File: src/verilog/pes_defines.svh
// Purpose: offsets, field positions and codes of the event-select block
// Assumes: 32-bit APB data, one aligned word per register
// Notes: included by bare name
`ifndef PES_DEFINES_SVH
`define PES_DEFINES_SVH

// ******************************
// register map (byte addresses)
// ******************************
`define PES_SEL_BASE 8'h00
`define PES_CFG_BASE 8'h10
`define PES_CNT_BASE 8'h30
`define PES_MAP_END 8'h50

// ******************************
// field positions
// ******************************
`define PES_CODE_HI 30
`define PES_CODE_LO 25
`define PES_MASK_HI 24
`define PES_MASK_LO 9
`define PES_CSEL_HI 15
`define PES_CSEL_LO 13
`define PES_CEN_BIT 12

// ******************************
// writable bits and reset values
// ******************************
`define PES_SEL_WMASK 32'h7ffffe00
`define PES_CFG_WMASK 32'h0000f000
`define PES_SEL_RST 32'h00000000
`define PES_CFG_RST 32'h00000000
`define PES_CNT_RST 32'h00000000

// ******************************
// event and select codes
// ******************************
`define PES_CODE_COMBINE 6'h05
`define PES_CSEL_COMBINE 3'h5
`define PES_CODE_B2B 6'h16
`define PES_CODE_BNR 6'h08
`define PES_CODE_SNOOP 6'h06
`define PES_CODE_RESP 6'h04
`define PES_CSEL_BUS 3'h3

// ******************************
// legal sub-event bits
// ******************************
`define PES_LEGAL_B2B 16'h007e
`define PES_LEGAL_BNR 16'h0007
`define PES_LEGAL_SNOOP 16'h00c4
`define PES_LEGAL_RESP 16'h0306

// front-bus events may be left out of a model
`define PES_BUS_EVENTS_EN 1'b1

`endif

File: src/verilog/pes_pkg.sv
// Purpose: types shared by the event-select block
// Assumes: nothing beyond the defines header
// Notes: occurrence inputs are one-cycle pulses
package pes_pkg;

    typedef logic [31:0] pes_word_type;

    typedef struct packed {
        logic evict_any;
        logic evict_none_free;
    } pes_combine_type;

    typedef struct packed {
        logic [15:0] b2b;
        logic [15:0] bnr;
        logic [15:0] snoop;
        logic [15:0] resp;
    } pes_bus_type;

endpackage

File: src/verilog/pes_event_select.sv
// Purpose: event selection and counting for combine-buffer and front-bus events
// Assumes: event inputs synchronous to pclk, one cycle per occurrence
// Notes: eight counters, numbered 0-3 (front bus) and 8-11 (data access)
// Notes: counters wrap silently; there is no overflow or interrupt logic
`timescale 1ns/10ps
`include "pes_defines.svh"

module pes_event_select
    import pes_pkg::*;
(
    // clock and reset
    input wire logic pclk,
    input wire logic presetn,
    // apb slave
    input wire logic psel,
    input wire logic penable,
    input wire logic pwrite,
    input wire logic [7:0] paddr,
    input wire logic [31:0] pwdata,
    output logic [31:0] prdata,
    output logic pready,
    output logic pslverr,
    // event occurrences
    input wire pes_combine_type combine_buffer_event,
    input wire pes_bus_type bus_event,
    // counter activity
    output logic [7:0] count_tick
);

    // ******************************
    // register storage
    // ******************************
    // index 0,1: front_bus_select_first/second; 2,3: data_access_select_first/second
    pes_word_type sel_q [4];
    pes_word_type sel_d [4];
    // counter config and value, slot k: 0-3 -> counters 0-3, 4-7 -> counters 8-11
    pes_word_type cfg_q [8];
    pes_word_type cfg_d [8];
    pes_word_type cnt_q [8];
    pes_word_type cnt_d [8];
    pes_word_type rdata_q;
    pes_word_type rdata_d;
    logic err_q;
    logic err_d;
    logic [7:0] tick_q;
    logic [7:0] tick_d;
    // hit is combinational; tick and counters register it together
    logic [7:0] hit;

    // ******************************
    // bus decode
    // ******************************
    logic setup_ph;
    logic access_ph;
    logic [5:0] widx;
    logic in_sel;
    logic in_cfg;
    logic in_cnt;
    logic mapped;

    assign setup_ph = psel && !penable;
    assign access_ph = psel && penable;
    assign widx = paddr[7:2];
    assign in_sel = (paddr >= `PES_SEL_BASE) && (paddr < `PES_CFG_BASE);
    assign in_cfg = (paddr >= `PES_CFG_BASE) && (paddr < `PES_CNT_BASE);
    assign in_cnt = (paddr >= `PES_CNT_BASE) && (paddr < `PES_MAP_END);
    // misaligned addresses are refused even inside a window
    assign mapped = (paddr[1:0] == 2'h0) && (in_sel || in_cfg || in_cnt);

    // zero wait states: every access ends in its first access cycle
    assign pready = 1'b1;
    assign prdata = rdata_q;
    assign pslverr = err_q && access_ph;
    assign count_tick = tick_q;

    // ******************************
    // event matching per counter
    // ******************************
    // each slot decodes its pair member itself; slots 2k and 2k+1 share one select register
    genvar k;
    generate
        for (k = 0; k < 8; k++) begin : g_slot
            logic [5:0] code;
            logic [15:0] mask;
            logic [2:0] csel;
            logic cen;
            logic [15:0] occ;
            logic [15:0] legal;
            logic code_ok;
            pes_word_type esel;

            // pair member: counters 0,1/8,9 use the first, 2,3/10,11 the second
            assign esel = sel_q[k / 2];
            assign code = esel[`PES_CODE_HI:`PES_CODE_LO];
            assign mask = esel[`PES_MASK_HI:`PES_MASK_LO];
            assign csel = cfg_q[k][`PES_CSEL_HI:`PES_CSEL_LO];
            assign cen = cfg_q[k][`PES_CEN_BIT];

            always_comb begin
                occ = 16'h0000;
                legal = 16'h0000;
                code_ok = 1'b0;
                if (k >= 4) begin
                    code_ok = (code == `PES_CODE_COMBINE) && (csel == `PES_CSEL_COMBINE);
                    occ = {14'h0000, combine_buffer_event.evict_none_free,
                           combine_buffer_event.evict_any};
                    legal = 16'h0003;
                end else if (`PES_BUS_EVENTS_EN && (csel == `PES_CSEL_BUS)) begin
                    code_ok = 1'b1;
                    case (code)
                        `PES_CODE_B2B: begin
                            occ = bus_event.b2b;
                            legal = `PES_LEGAL_B2B;
                        end
                        `PES_CODE_BNR: begin
                            occ = bus_event.bnr;
                            legal = `PES_LEGAL_BNR;
                        end
                        `PES_CODE_SNOOP: begin
                            occ = bus_event.snoop;
                            legal = `PES_LEGAL_SNOOP;
                        end
                        `PES_CODE_RESP: begin
                            occ = bus_event.resp;
                            legal = `PES_LEGAL_RESP;
                        end
                        default: begin
                            code_ok = 1'b0;
                        end
                    endcase
                end
            end

            assign hit[k] = cen && code_ok && (|(occ & mask & legal));
        end
    endgenerate

    // ******************************
    // access decode
    // ******************************
    logic [5:0] cidx;
    logic [5:0] nidx;
    logic wr_sel;
    logic wr_cfg;
    logic wr_cnt;

    // slot index inside the config and counter windows
    assign cidx = widx - 6'(`PES_CFG_BASE >> 2);
    assign nidx = widx - 6'(`PES_CNT_BASE >> 2);
    // writes land only at the edge that completes the access
    // the three windows never overlap, so one strobe at most is high
    assign wr_sel = access_ph && pwrite && mapped && in_sel;
    assign wr_cfg = access_ph && pwrite && mapped && in_cfg;
    assign wr_cnt = access_ph && pwrite && mapped && in_cnt;

    // ******************************
    // apb read response
    // ******************************
    // captured in the setup cycle, so prdata stands for the whole access
    always_comb begin
        rdata_d = rdata_q;
        err_d = err_q;
        if (setup_ph) begin
            // unmapped or misaligned: read 0, pslverr in the access cycle
            err_d = !mapped;
            rdata_d = 32'h00000000;
            if (mapped && in_sel) begin
                rdata_d = sel_q[widx[1:0]];
            end else if (mapped && in_cfg) begin
                rdata_d = cfg_q[cidx[2:0]];
            end else if (mapped && in_cnt) begin
                rdata_d = cnt_q[nidx[2:0]];
            end
        end
    end

    always_ff @(posedge pclk or negedge presetn) begin
        if (!presetn) begin
            rdata_q <= 32'h00000000;
            err_q <= 1'b0;
        end else begin
            rdata_q <= rdata_d;
            err_q <= err_d;
        end
    end

    // ******************************
    // event select registers
    // ******************************
    always_comb begin
        for (int i = 0; i < 4; i++) begin
            sel_d[i] = sel_q[i];
        end
        // bits outside code and mask are dropped, so they read 0
        if (wr_sel) begin
            sel_d[widx[1:0]] = pwdata & `PES_SEL_WMASK;
        end
    end

    always_ff @(posedge pclk or negedge presetn) begin
        if (!presetn) begin
            for (int i = 0; i < 4; i++) begin
                sel_q[i] <= `PES_SEL_RST;
            end
        end else begin
            for (int i = 0; i < 4; i++) begin
                sel_q[i] <= sel_d[i];
            end
        end
    end

    // ******************************
    // counter config registers
    // ******************************
    always_comb begin
        for (int i = 0; i < 8; i++) begin
            cfg_d[i] = cfg_q[i];
        end
        // only select and enable are kept
        if (wr_cfg) begin
            cfg_d[cidx[2:0]] = pwdata & `PES_CFG_WMASK;
        end
    end

    always_ff @(posedge pclk or negedge presetn) begin
        if (!presetn) begin
            for (int i = 0; i < 8; i++) begin
                cfg_q[i] <= `PES_CFG_RST;
            end
        end else begin
            for (int i = 0; i < 8; i++) begin
                cfg_q[i] <= cfg_d[i];
            end
        end
    end

    // ******************************
    // counters
    // ******************************
    // counters wrap at 32 bits; nothing flags an overflow
    always_comb begin
        for (int i = 0; i < 8; i++) begin
            cnt_d[i] = hit[i] ? cnt_q[i] + 32'h00000001 : cnt_q[i];
        end
        // software preset wins over a same-cycle increment
        if (wr_cnt) begin
            cnt_d[nidx[2:0]] = pwdata;
        end
    end

    always_ff @(posedge pclk or negedge presetn) begin
        if (!presetn) begin
            for (int i = 0; i < 8; i++) begin
                cnt_q[i] <= `PES_CNT_RST;
            end
        end else begin
            for (int i = 0; i < 8; i++) begin
                cnt_q[i] <= cnt_d[i];
            end
        end
    end

    // ******************************
    // counter activity
    // ******************************
    // tick shows the increment one cycle after the occurrence
    always_comb begin
        tick_d = hit;
    end

    always_ff @(posedge pclk or negedge presetn) begin
        if (!presetn) begin
            tick_q <= 8'h00;
        end else begin
            tick_q <= tick_d;
        end
    end

endmodule // pes_event_select

File: config.mk
export PLATFORM = sky130hd
export DESIGN_NAME = pes_event_select
export DESIGN_NICKNAME = d
export VERILOG_FILES = /design/src/verilog/pes_pkg.sv /design/src/verilog/pes_event_select.sv
export VERILOG_INCLUDE_DIRS = /design/src /design/src/verilog
export SDC_FILE = /design/constraint.sdc
export NUM_CORES = 1
export LEC_CHECK = 0
export ABC_AREA = 1
export BUFFER_PORTS_ARGS = -buffer_cell sky130_fd_sc_hd__buf_4
export CAP_MARGIN = 20
export CORE_MARGIN = 5
export CORE_UTILIZATION = 25
export DETAILED_ROUTE_END_ITERATION = 8
export HOLD_SLACK_MARGIN = 0.02
export PLACE_DENSITY = 0.48
export SKIP_LAST_GASP = 1
export SLEW_MARGIN = 20
export SYNTH_ARGS = -nofsm -noshare
export SYNTH_HDL_FRONTEND = slang
export SYNTH_SLANG_ARGS = --single-unit
File: constraint.sdc
create_clock -name pclk -period 3.85 [get_ports pclk]
set_input_delay 0.1925 -clock pclk [delete_from_list [all_inputs] [get_ports pclk]]
set_output_delay 0.1925 -clock pclk [all_outputs]
set_load 0.05 [all_outputs]
* Word level (Yosys, flattened, before mapping) *
Cells that the tools add are included.

storage, ports and cells
  flip-flop bits (word level) = 681

operators by class
  $add $sub $neg = 10
  reductions and logical operators = 51
  order comparisons = 12
  muxes and demuxes = 48
  bitwise operators = 13
  equality and inequality tests = 18

operator list
  kind                                                                    count
  32-bit 2-to-1 mux                                                       20
  256-bit bitwise mux                                                     2
  32-bit by 1-bit adder with 32-bit output (second input constant)        8
  256-bit 2-to-1 mux                                                      1
  32-bit binary-select mux with 3-bit select                              2
  32-bit demux with 3-bit select                                          2
  16-bit AND                                                              8
  128-bit bitwise mux                                                     1
  16-bit one-hot mux with 4 select lines                                  2
  16-bit 2-to-1 mux                                                       6
  10-bit one-hot mux with 4 select lines                                  2
  32-bit binary-select mux with 2-bit select                              1
  32-bit demux with 2-bit select                                          1
  16-bit OR reduction                                                     4
  1-bit logical AND                                                       38
  6-bit by 3-bit equality test with 1-bit output (second input constant)  6
  10-bit 2-to-1 mux                                                       2
  3-bit by 2-bit equality test with 1-bit output (second input constant)  4
  3-bit equality test (second input constant)                             4
  6-bit by 4-bit equality test with 1-bit output (second input constant)  2
  6-bit by 5-bit equality test with 1-bit output (second input constant)  2
  4-bit >= comparator (second input constant)                             2
  8-bit by 1-bit >= comparator with 1-bit output (second input constant)  1
  8-bit by 5-bit >= comparator with 1-bit output (second input constant)  1
  other kinds (17)                                                        30

* Depth between registers and ports, before layout *
Gate-level depths: netlist (run 1).

  word-level depth = 10
  mapped depth = 18

* Least setup slack after synthesis (run 1) *
OpenSTA, ideal clock, no wires.

  path type = flip-flop to flip-flop
  start = register sel_q, in the netlist g_slot[0].esel[28]
  end = register cnt_q[244] (netlist name)
  data required time = 3,737 ps
  slack = 1,799 ps
  data arrival time = 1,938 ps
  cell stages (with the launch flop) = 19
  cell sequence = dfrtp_1 -> inv_1 -> nand2_1 -> nor2_1 -> buf_2 -> nand2_2 -> inv_1 -> nand2_1 -> nand3_1 -> nand4_1 -> nand2_1 -> inv_1 -> nand3_1 -> nand2_1 -> buf_4 -> nand2_1 -> nand3_1 -> nand2_1 -> inv_1

RTL lines
  what                             RTL line                 text
  start, declared                  pes_event_select.sv:34   pes_word_type sel_q [4];
  start signal, assigned by index  pes_event_select.sv:203  sel_q[i] <= `PES_SEL_RST;
  start signal, assigned by index  pes_event_select.sv:207  sel_q[i] <= sel_d[i];
  end signal, assigned by index    pes_event_select.sv:254  cnt_q[i] <= `PES_CNT_RST;
  end signal, assigned by index    pes_event_select.sv:258  cnt_q[i] <= cnt_d[i];
  end, declared                    pes_event_select.sv:39   pes_word_type cnt_q [8];

==> results of run 1 <==
-- power breakdown --
group / switching, W / leakage [nW] / total, W / internal [W]
clock: 0.00221 / 0.979 / 0.00587 / 0.00366
sequential: 0.0000913 / 5.41 / 0.00454 / 0.00445
combinational: 0.000762 / 9.13 / 0.00104 / 0.000279
-- per-stage QoR --
stage | hold WS [ns] | util, % | instances | worst slack (ns)
after floorplan | -0.103 | - | 4124 | 1.80
after global placement | 0.295 | 27.8 | 5631 | 0.516
after detailed placement | 0.287 | 27.8 | 5632 | 0.501
after CTS | 0.0228 | 29.9 | 5764 | 0.465
after global routing | 0.0806 | 29.9 | 5764 | 0.168
final | 0.0504 | 29.9 | 5764 | 0.377
-- cell usage after synthesis, types with 10 or more instances --
master	count
a21oi_1	44
a22oi_1	12
a31oi_1	27
buf_1	10
buf_2	28
buf_4	11
clkbuf_1	145
dfrtp_1	417
inv_1	478
nand2_1	1099
nand3_1	345
nand4_1	145
nor2_1	336
nor3_1	121
nor4_1	54
o211ai_1	42
o21ai_0	368
o21ai_1	26
o22ai_1	140
xnor2_1	53
xor2_1	141
-- routing by layer --
layer | vias up | share of wire (%) | wire [um] | GRT usage (%)
met5 | - | 0.018 | 23 | 0
met4 | 4 | 4.1 | 5340 | 7.59
met3 | 221 | 8.4 | 11000 | 4.61
met2 | 1156 | 42 | 55200 | 31.7
met1 | 14000 | 45 | 58800 | 30.4
li1 | 13900 | - | - | -
-- registers in the layout (all words and copies together), names as in the netlist --
register and flops:
count_tick 8, prdata 32, cfg_q 32, err_q 1
g_slot.esel 88, cnt_q 256
-- area by class of cell --
type | instances | area [um^2]
sequential | 417 | 10400
tap | 1488 | 1860
fill | 12300 | 77700
multi-input combinational | 3024 | 15000
clock buffer | 61 | 1430
clock inverter | 36 | 599
timing repair buffer | 251 | 2110
inverter | 487 | 1830
-- worst min-delay path, stage by stage --
cell	delay (ns)
buf_4	0.21
o21ai_0	0.18
nand2_1	0.05
-- worst paths after layout --
kind / endpoint / startpoint / cells after the start / slack (ns)
setup reg to reg: cnt_q[227] / g_slot[0].esel[30] / 14 / 0.38
hold / removal: prdata[13] / penable / 3 / 0.05
hold reg to reg: g_slot[6].esel[17] / g_slot[6].esel[17] / 2 / 0.49
setup / recovery: cnt_q[227] / g_slot[0].esel[30] / 14 / 0.38
max in group asynchronous: cnt_q[176] / presetn / 3 / 2.71
min in group asynchronous: cnt_q[62] / presetn / 2 / 0.19
-- cell families after synthesis --
logic type,synth area share [%]
DFF,37.3
adders and majority gates,0.358
buffers and inverters,9.46
other,0.0134
AOI/OAI and AO/OA,13.6
and+or+nand+nor,33.2
xor gates and xnor gates,6.07
-- timing repair --
item                                    CTS  global route
hold endpoints to repair                206             0
hold buffers                             35             0
endpoints found under the setup margin    0             0
==> reports/qor.yml, run 1 <==
outcome:
  status: "completed"
timing:
  fmax_mhz: 288
  hold_viol_final: 0
  fin_skew_ns: 0.0196
  tightestPinTransition_ns: 1.09
  slew_viol_final: 0
  setup_tns_ns: 0
  period_share_pct: 90.2
  max_slew_margin_pct: 26.4
  setup_violations: 0
  fin_crit_ns: 3.47
  rsz0062_at_grt: "false"
yosys:
  synth_enable_flop_cells: 0
  ys_seq_elements: 417
  synthFlopType: "dfrtp_1"
  synth_area_leader_cell: "dfrtp_1"
  syn-num-nets: 4243
  avgSynthCellArea_um2: 6.79
  synth.area.top_cells: "dfrtp_1 (37%), nand2_1 (15%), o21ai_0 (6.6%), inv_1 (6.4%), nand3_1 (6.2%)"
  async_flop_share_pct: 100
  postSynthCellCount: 4124
  syn-cell-area_mm2: 0.0280
  ys_types: 47
  ys_warn_count: 0
  synth_top_area_share_pct: 37.3
  ys_seq_area_share_pct: 37.3
cts:
  postCtsSetupRepairBufs: 0
  clock_sinks: 417
  tritoncts: "done"
  clk_path_buf_depth: 3
  cts_buffers: 52
  ctsResizeCount: 0
  clkTransAtPathRegs_ns: 0.06
  htreeDepth: 2
  cts_root_buffer: "clkbuf_16"
  clk-insertion-delay-late_ns: 0.63
floorplanning:
  dieHeight_um: 345
  ios: 153
  die-area_mm2: 0.119
  core_area_mm2: 0.111
  initial_core_util_pct: 25.2
  die_w_um: 345
  rows: 122
worst_setup_path:
  end_kind: "register"
  cp_num_buf_inv: 1
  path_common_cell: "nand2_1"
  path_cells: "nor2_1, nand3_1, nor2_1, nor2_1, nand2_1, nand2_1, nand3_1, nand2_1, nand3_2, buf_4, nand2_1, o21ai_0, nand3_1, nand2_1"
  critPathMaxStageDelay_ns: 0.57
  critPathArrivalTime_ns: 4.02
  cp.required_ns: 4.40
  cp_max_fo: 63
  cp_slowest_cell: "buf_4"
  path_class: "reg2reg"
  cp_top_family: "simple AND/OR/NAND/NOR gates"
  startpoint_type: "register"
power:
  p_total_w: 0.0115
  irDropWorstVdd_v: 0.000308
  p_per_area_mw_per_mm2: 345
  p_leak_nw: 15.5
routing:
  vias: 29300
  first_iter_violations: 2903
  drc_errors: 0
  routed_wl_mm: 130
  vias_per_cell: 5.09
  detail_route.wl_per_cell_um: 22.6
  drt-pass1-iter-count: 7
  antenna_left: 0
finish:
  diodes: 0
  drive_gt1_share_pct: 8.37
  area_delta_synth_final_pct: 18.7
  layout_commonest_cell: "nand2_1"
  final_area_mm2: 0.0332
  final_cell_mix: "nand2_1 (1092), inv_1 (478), dfrtp_1 (417)"
  nNetsFinal: 4352
place:
  gp_congestion: 0.978
  hpwl_mm: 97.5
  io_buffers: 127
  dpl_cell_area_mm2: 0.0308
global_route:
  grt_usage_pct: 21.3
  grt_max_degree: 84
  grt_pass1_vias: 27100
  grt_pass1_wl_mm: 188
  overflow: 0
  antenna_found_initial: 12
min_path:
  hp-class: "in2reg"
flow_run:
  maxCapViolCount: 0
Note: power is estimated with default switching activity, not from simulation.
==> run 2: changes to the inputs <==
Settings changed: RECOVER_POWER from default to 50, TNS_END_PERCENT from default to 10.
Clock period 3.85 ns to 4.4 ns, I/O delays scaled along.
==> reports/qor.yml, run 2 (synthesized netlist as in run 1, its figures left out) <==
routing:
  routed_wl_mm: 130
  drt-pass1-iter-count: 6
  vias: 29500
  first_iter_violations: 3634
  vias_per_cell: 5.14
  detail_route.wl_per_cell_um: 22.6
  antenna_left: 0
  drc_errors: 0
finish:
  nNetsFinal: 4332
  final_cell_mix: "nand2_1 (1092), inv_1 (477), dfrtp_1 (417)"
  layout_commonest_cell: "nand2_1"
  largest_register: "cnt_q"
  area_delta_synth_final_pct: 16.7
  largest_reg_flops: 256
  drive_gt1_share_pct: 7.22
cts:
  cts_root_buffer: "clkbuf_16"
  clock_sinks: 417
  htreeDepth: 2
  clk-insertion-delay-late_ns: 0.66
  clkTransAtPathRegs_ns: 0.06
  tritoncts: "done"
  cts_buffers: 50
  ctsResizeCount: 0
  clk_path_buf_depth: 3
  postCtsSetupRepairBufs: 0
floorplanning:
  die_w_um: 345
  core_area_mm2: 0.111
  rows: 122
  die-area_mm2: 0.119
  ios: 153
  dieHeight_um: 345
  initial_core_util_pct: 25.2
worst_setup_path:
  critPathArrivalTime_ns: 3.81
  cp.required_ns: 4.94
  path_common_cell: "nand2_1"
  r2r-end: "cnt_q[210]"
  r2r_cells: 14
  startpoint_type: "primary input"
  critPathMaxStageDelay_ns: 0.59
  path_class: "in2reg"
  cp_slowest_cell: "inv_1"
  cp_top_family: "buffers and inverters"
  cp_max_fo: 17
  reg2reg_from: "g_slot[0].esel[30]"
  path_cells: "dlygate4sd3_1, buf_4, nor2_1, dlygate4sd3_1, o21ai_0, nor3_1, nand2_1, inv_2, nand2_1, inv_1, nand2_1, o21ai_0, inv_1"
  regToRegSetupSlack_ns: 1.15
  end_kind: "register"
  cp_num_buf_inv: 6
timing:
  setup_tns_ns: 0
  hold_viol_final: 0
  timing.hold.ws_ns: 0.0567
  slew_viol_final: 99
  rsz0062_at_grt: "false"
  fin_crit_ns: 3.27
  fin_skew_ns: 0.0536
  tightestPinTransition_ns: 3.06
  fmax_mhz: 306
  period_share_pct: 74.4
  setup_violations: 0
  max_slew_margin_pct: -104
place:
  io_buffers: 127
  gp_congestion: 1.00
  hpwl_mm: 96.7
global_route:
  antenna_found_initial: 12
  grt_usage_pct: 21.2
  grt_pass1_vias: 27100
  grt_pass1_wl_mm: 188
  grt_max_degree: 103
  overflow: 0
min_path:
  hold_end: "cnt_q[171]"
  holdPathStages: 3
  hp-class: "in2reg"
  holdCritStartpoint: "pwdata[11]"
power:
  p_leak_nw: 15.2
  p_per_area_mw_per_mm2: 285
  irDropWorstVdd_v: 0.000344
flow_run:
  maxCapViolCount: 1
outcome:
  violations: "max-capacitance violations, max-slew violations"
  status: "complete, but fails checks"
## run 2: cell count changes in the layout (fill, tap and decap cells not counted), moves of 2 or more
cell / change
bufinv_16: -10
clkbuf_1: +28
clkbuf_16: -3
clkbuf_8: +3
clkbuf_2: +5
buf_12: -4
clkinvlp_4: -5
clkinv_4: -2
clkinv_16: +3
buf_8: -2
buf_4: -36
## run 2: repair_timing
item,4_1_cts,5_1_grt
hold buffers,34,0
setup endpoints to repair,0,0
hold endpoints to repair,195,0
## run 2: stage by stage
step	instance area (um^2)	util, %	total power, W	setup slack [ns]	cells
global placement	30700	27.6	0.00490	1.19	5614
floorplan	28000	-	0.00435	2.35	4124
finish	32700	29.4	0.00932	1.13	5740
detailed placement	30700	27.6	0.00490	1.14	5614
CTS	32700	29.5	0.00941	1.14	5738
global route	32600	29.4	0.00961	0.665	5739
## run 2: how the worst max path moves through the flow
| stage | end | from | slack (ns) | depth (start not counted) |
|---|---|---|---|---|
| detailed placement | prdata[12] | paddr[3] | 1.14 | 9 |
| global placement | cnt_q[216] | g_slot[0].esel[30] | 1.19 | 14 |
| global route | cnt_q[225] | presetn | 0.67 | 3 |
| CTS | cnt_q[210] | g_slot[0].esel[30] | 1.14 | 13 |
| floorplan | cnt_q[244] | g_slot[0].esel[28] | 2.35 | 18 |
| finish | cnt_q[108] | paddr[0] | 1.13 | 13 |
## run 2: worst reg2reg max path, delay by kind of cell, from the launching register on
| kind | cells | cell delay, ns |
|---|---|---|
| flip-flops | 1 | 0.43 |
| buffers and inverters | 2 | 0.50 |
| AO/OA/AOI/OAI | 1 | 0.51 |
| AND/OR/NAND/NOR | 11 | 1.75 |
## run 2: cell type report
type / count / area [um^2]
inverter: 487 / 1830
tap: 1488 / 1860
sequential: 417 / 10400
clock buffer: 70 / 1430
multi-input combinational: 3024 / 15000
fill: 12400 / 78300
timing repair buffer: 233 / 1830
clock inverter: 20 / 309
antenna: 1 / 2.50
## run 2: routing by layer
layer / up-vias / GRT usage (%) / wire length (um)
li1: 13900 / - / -
met1: 14200 / 30.6 / 58000
met2: 1254 / 32.5 / 56300
met3: 187 / 3.12 / 10700
met4: 4 / 7.14 / 4890
met5: - / 0 / 27
## run 2: power breakdown
| part | switching, W | leakage (nW) | internal [W] |
|---|---|---|---|
| registers | 0.0000778 | 5.41 | 0.00389 |
| clock network | 0.00189 | 0.845 | 0.00257 |
| logic | 0.000663 | 8.93 | 0.000225 |
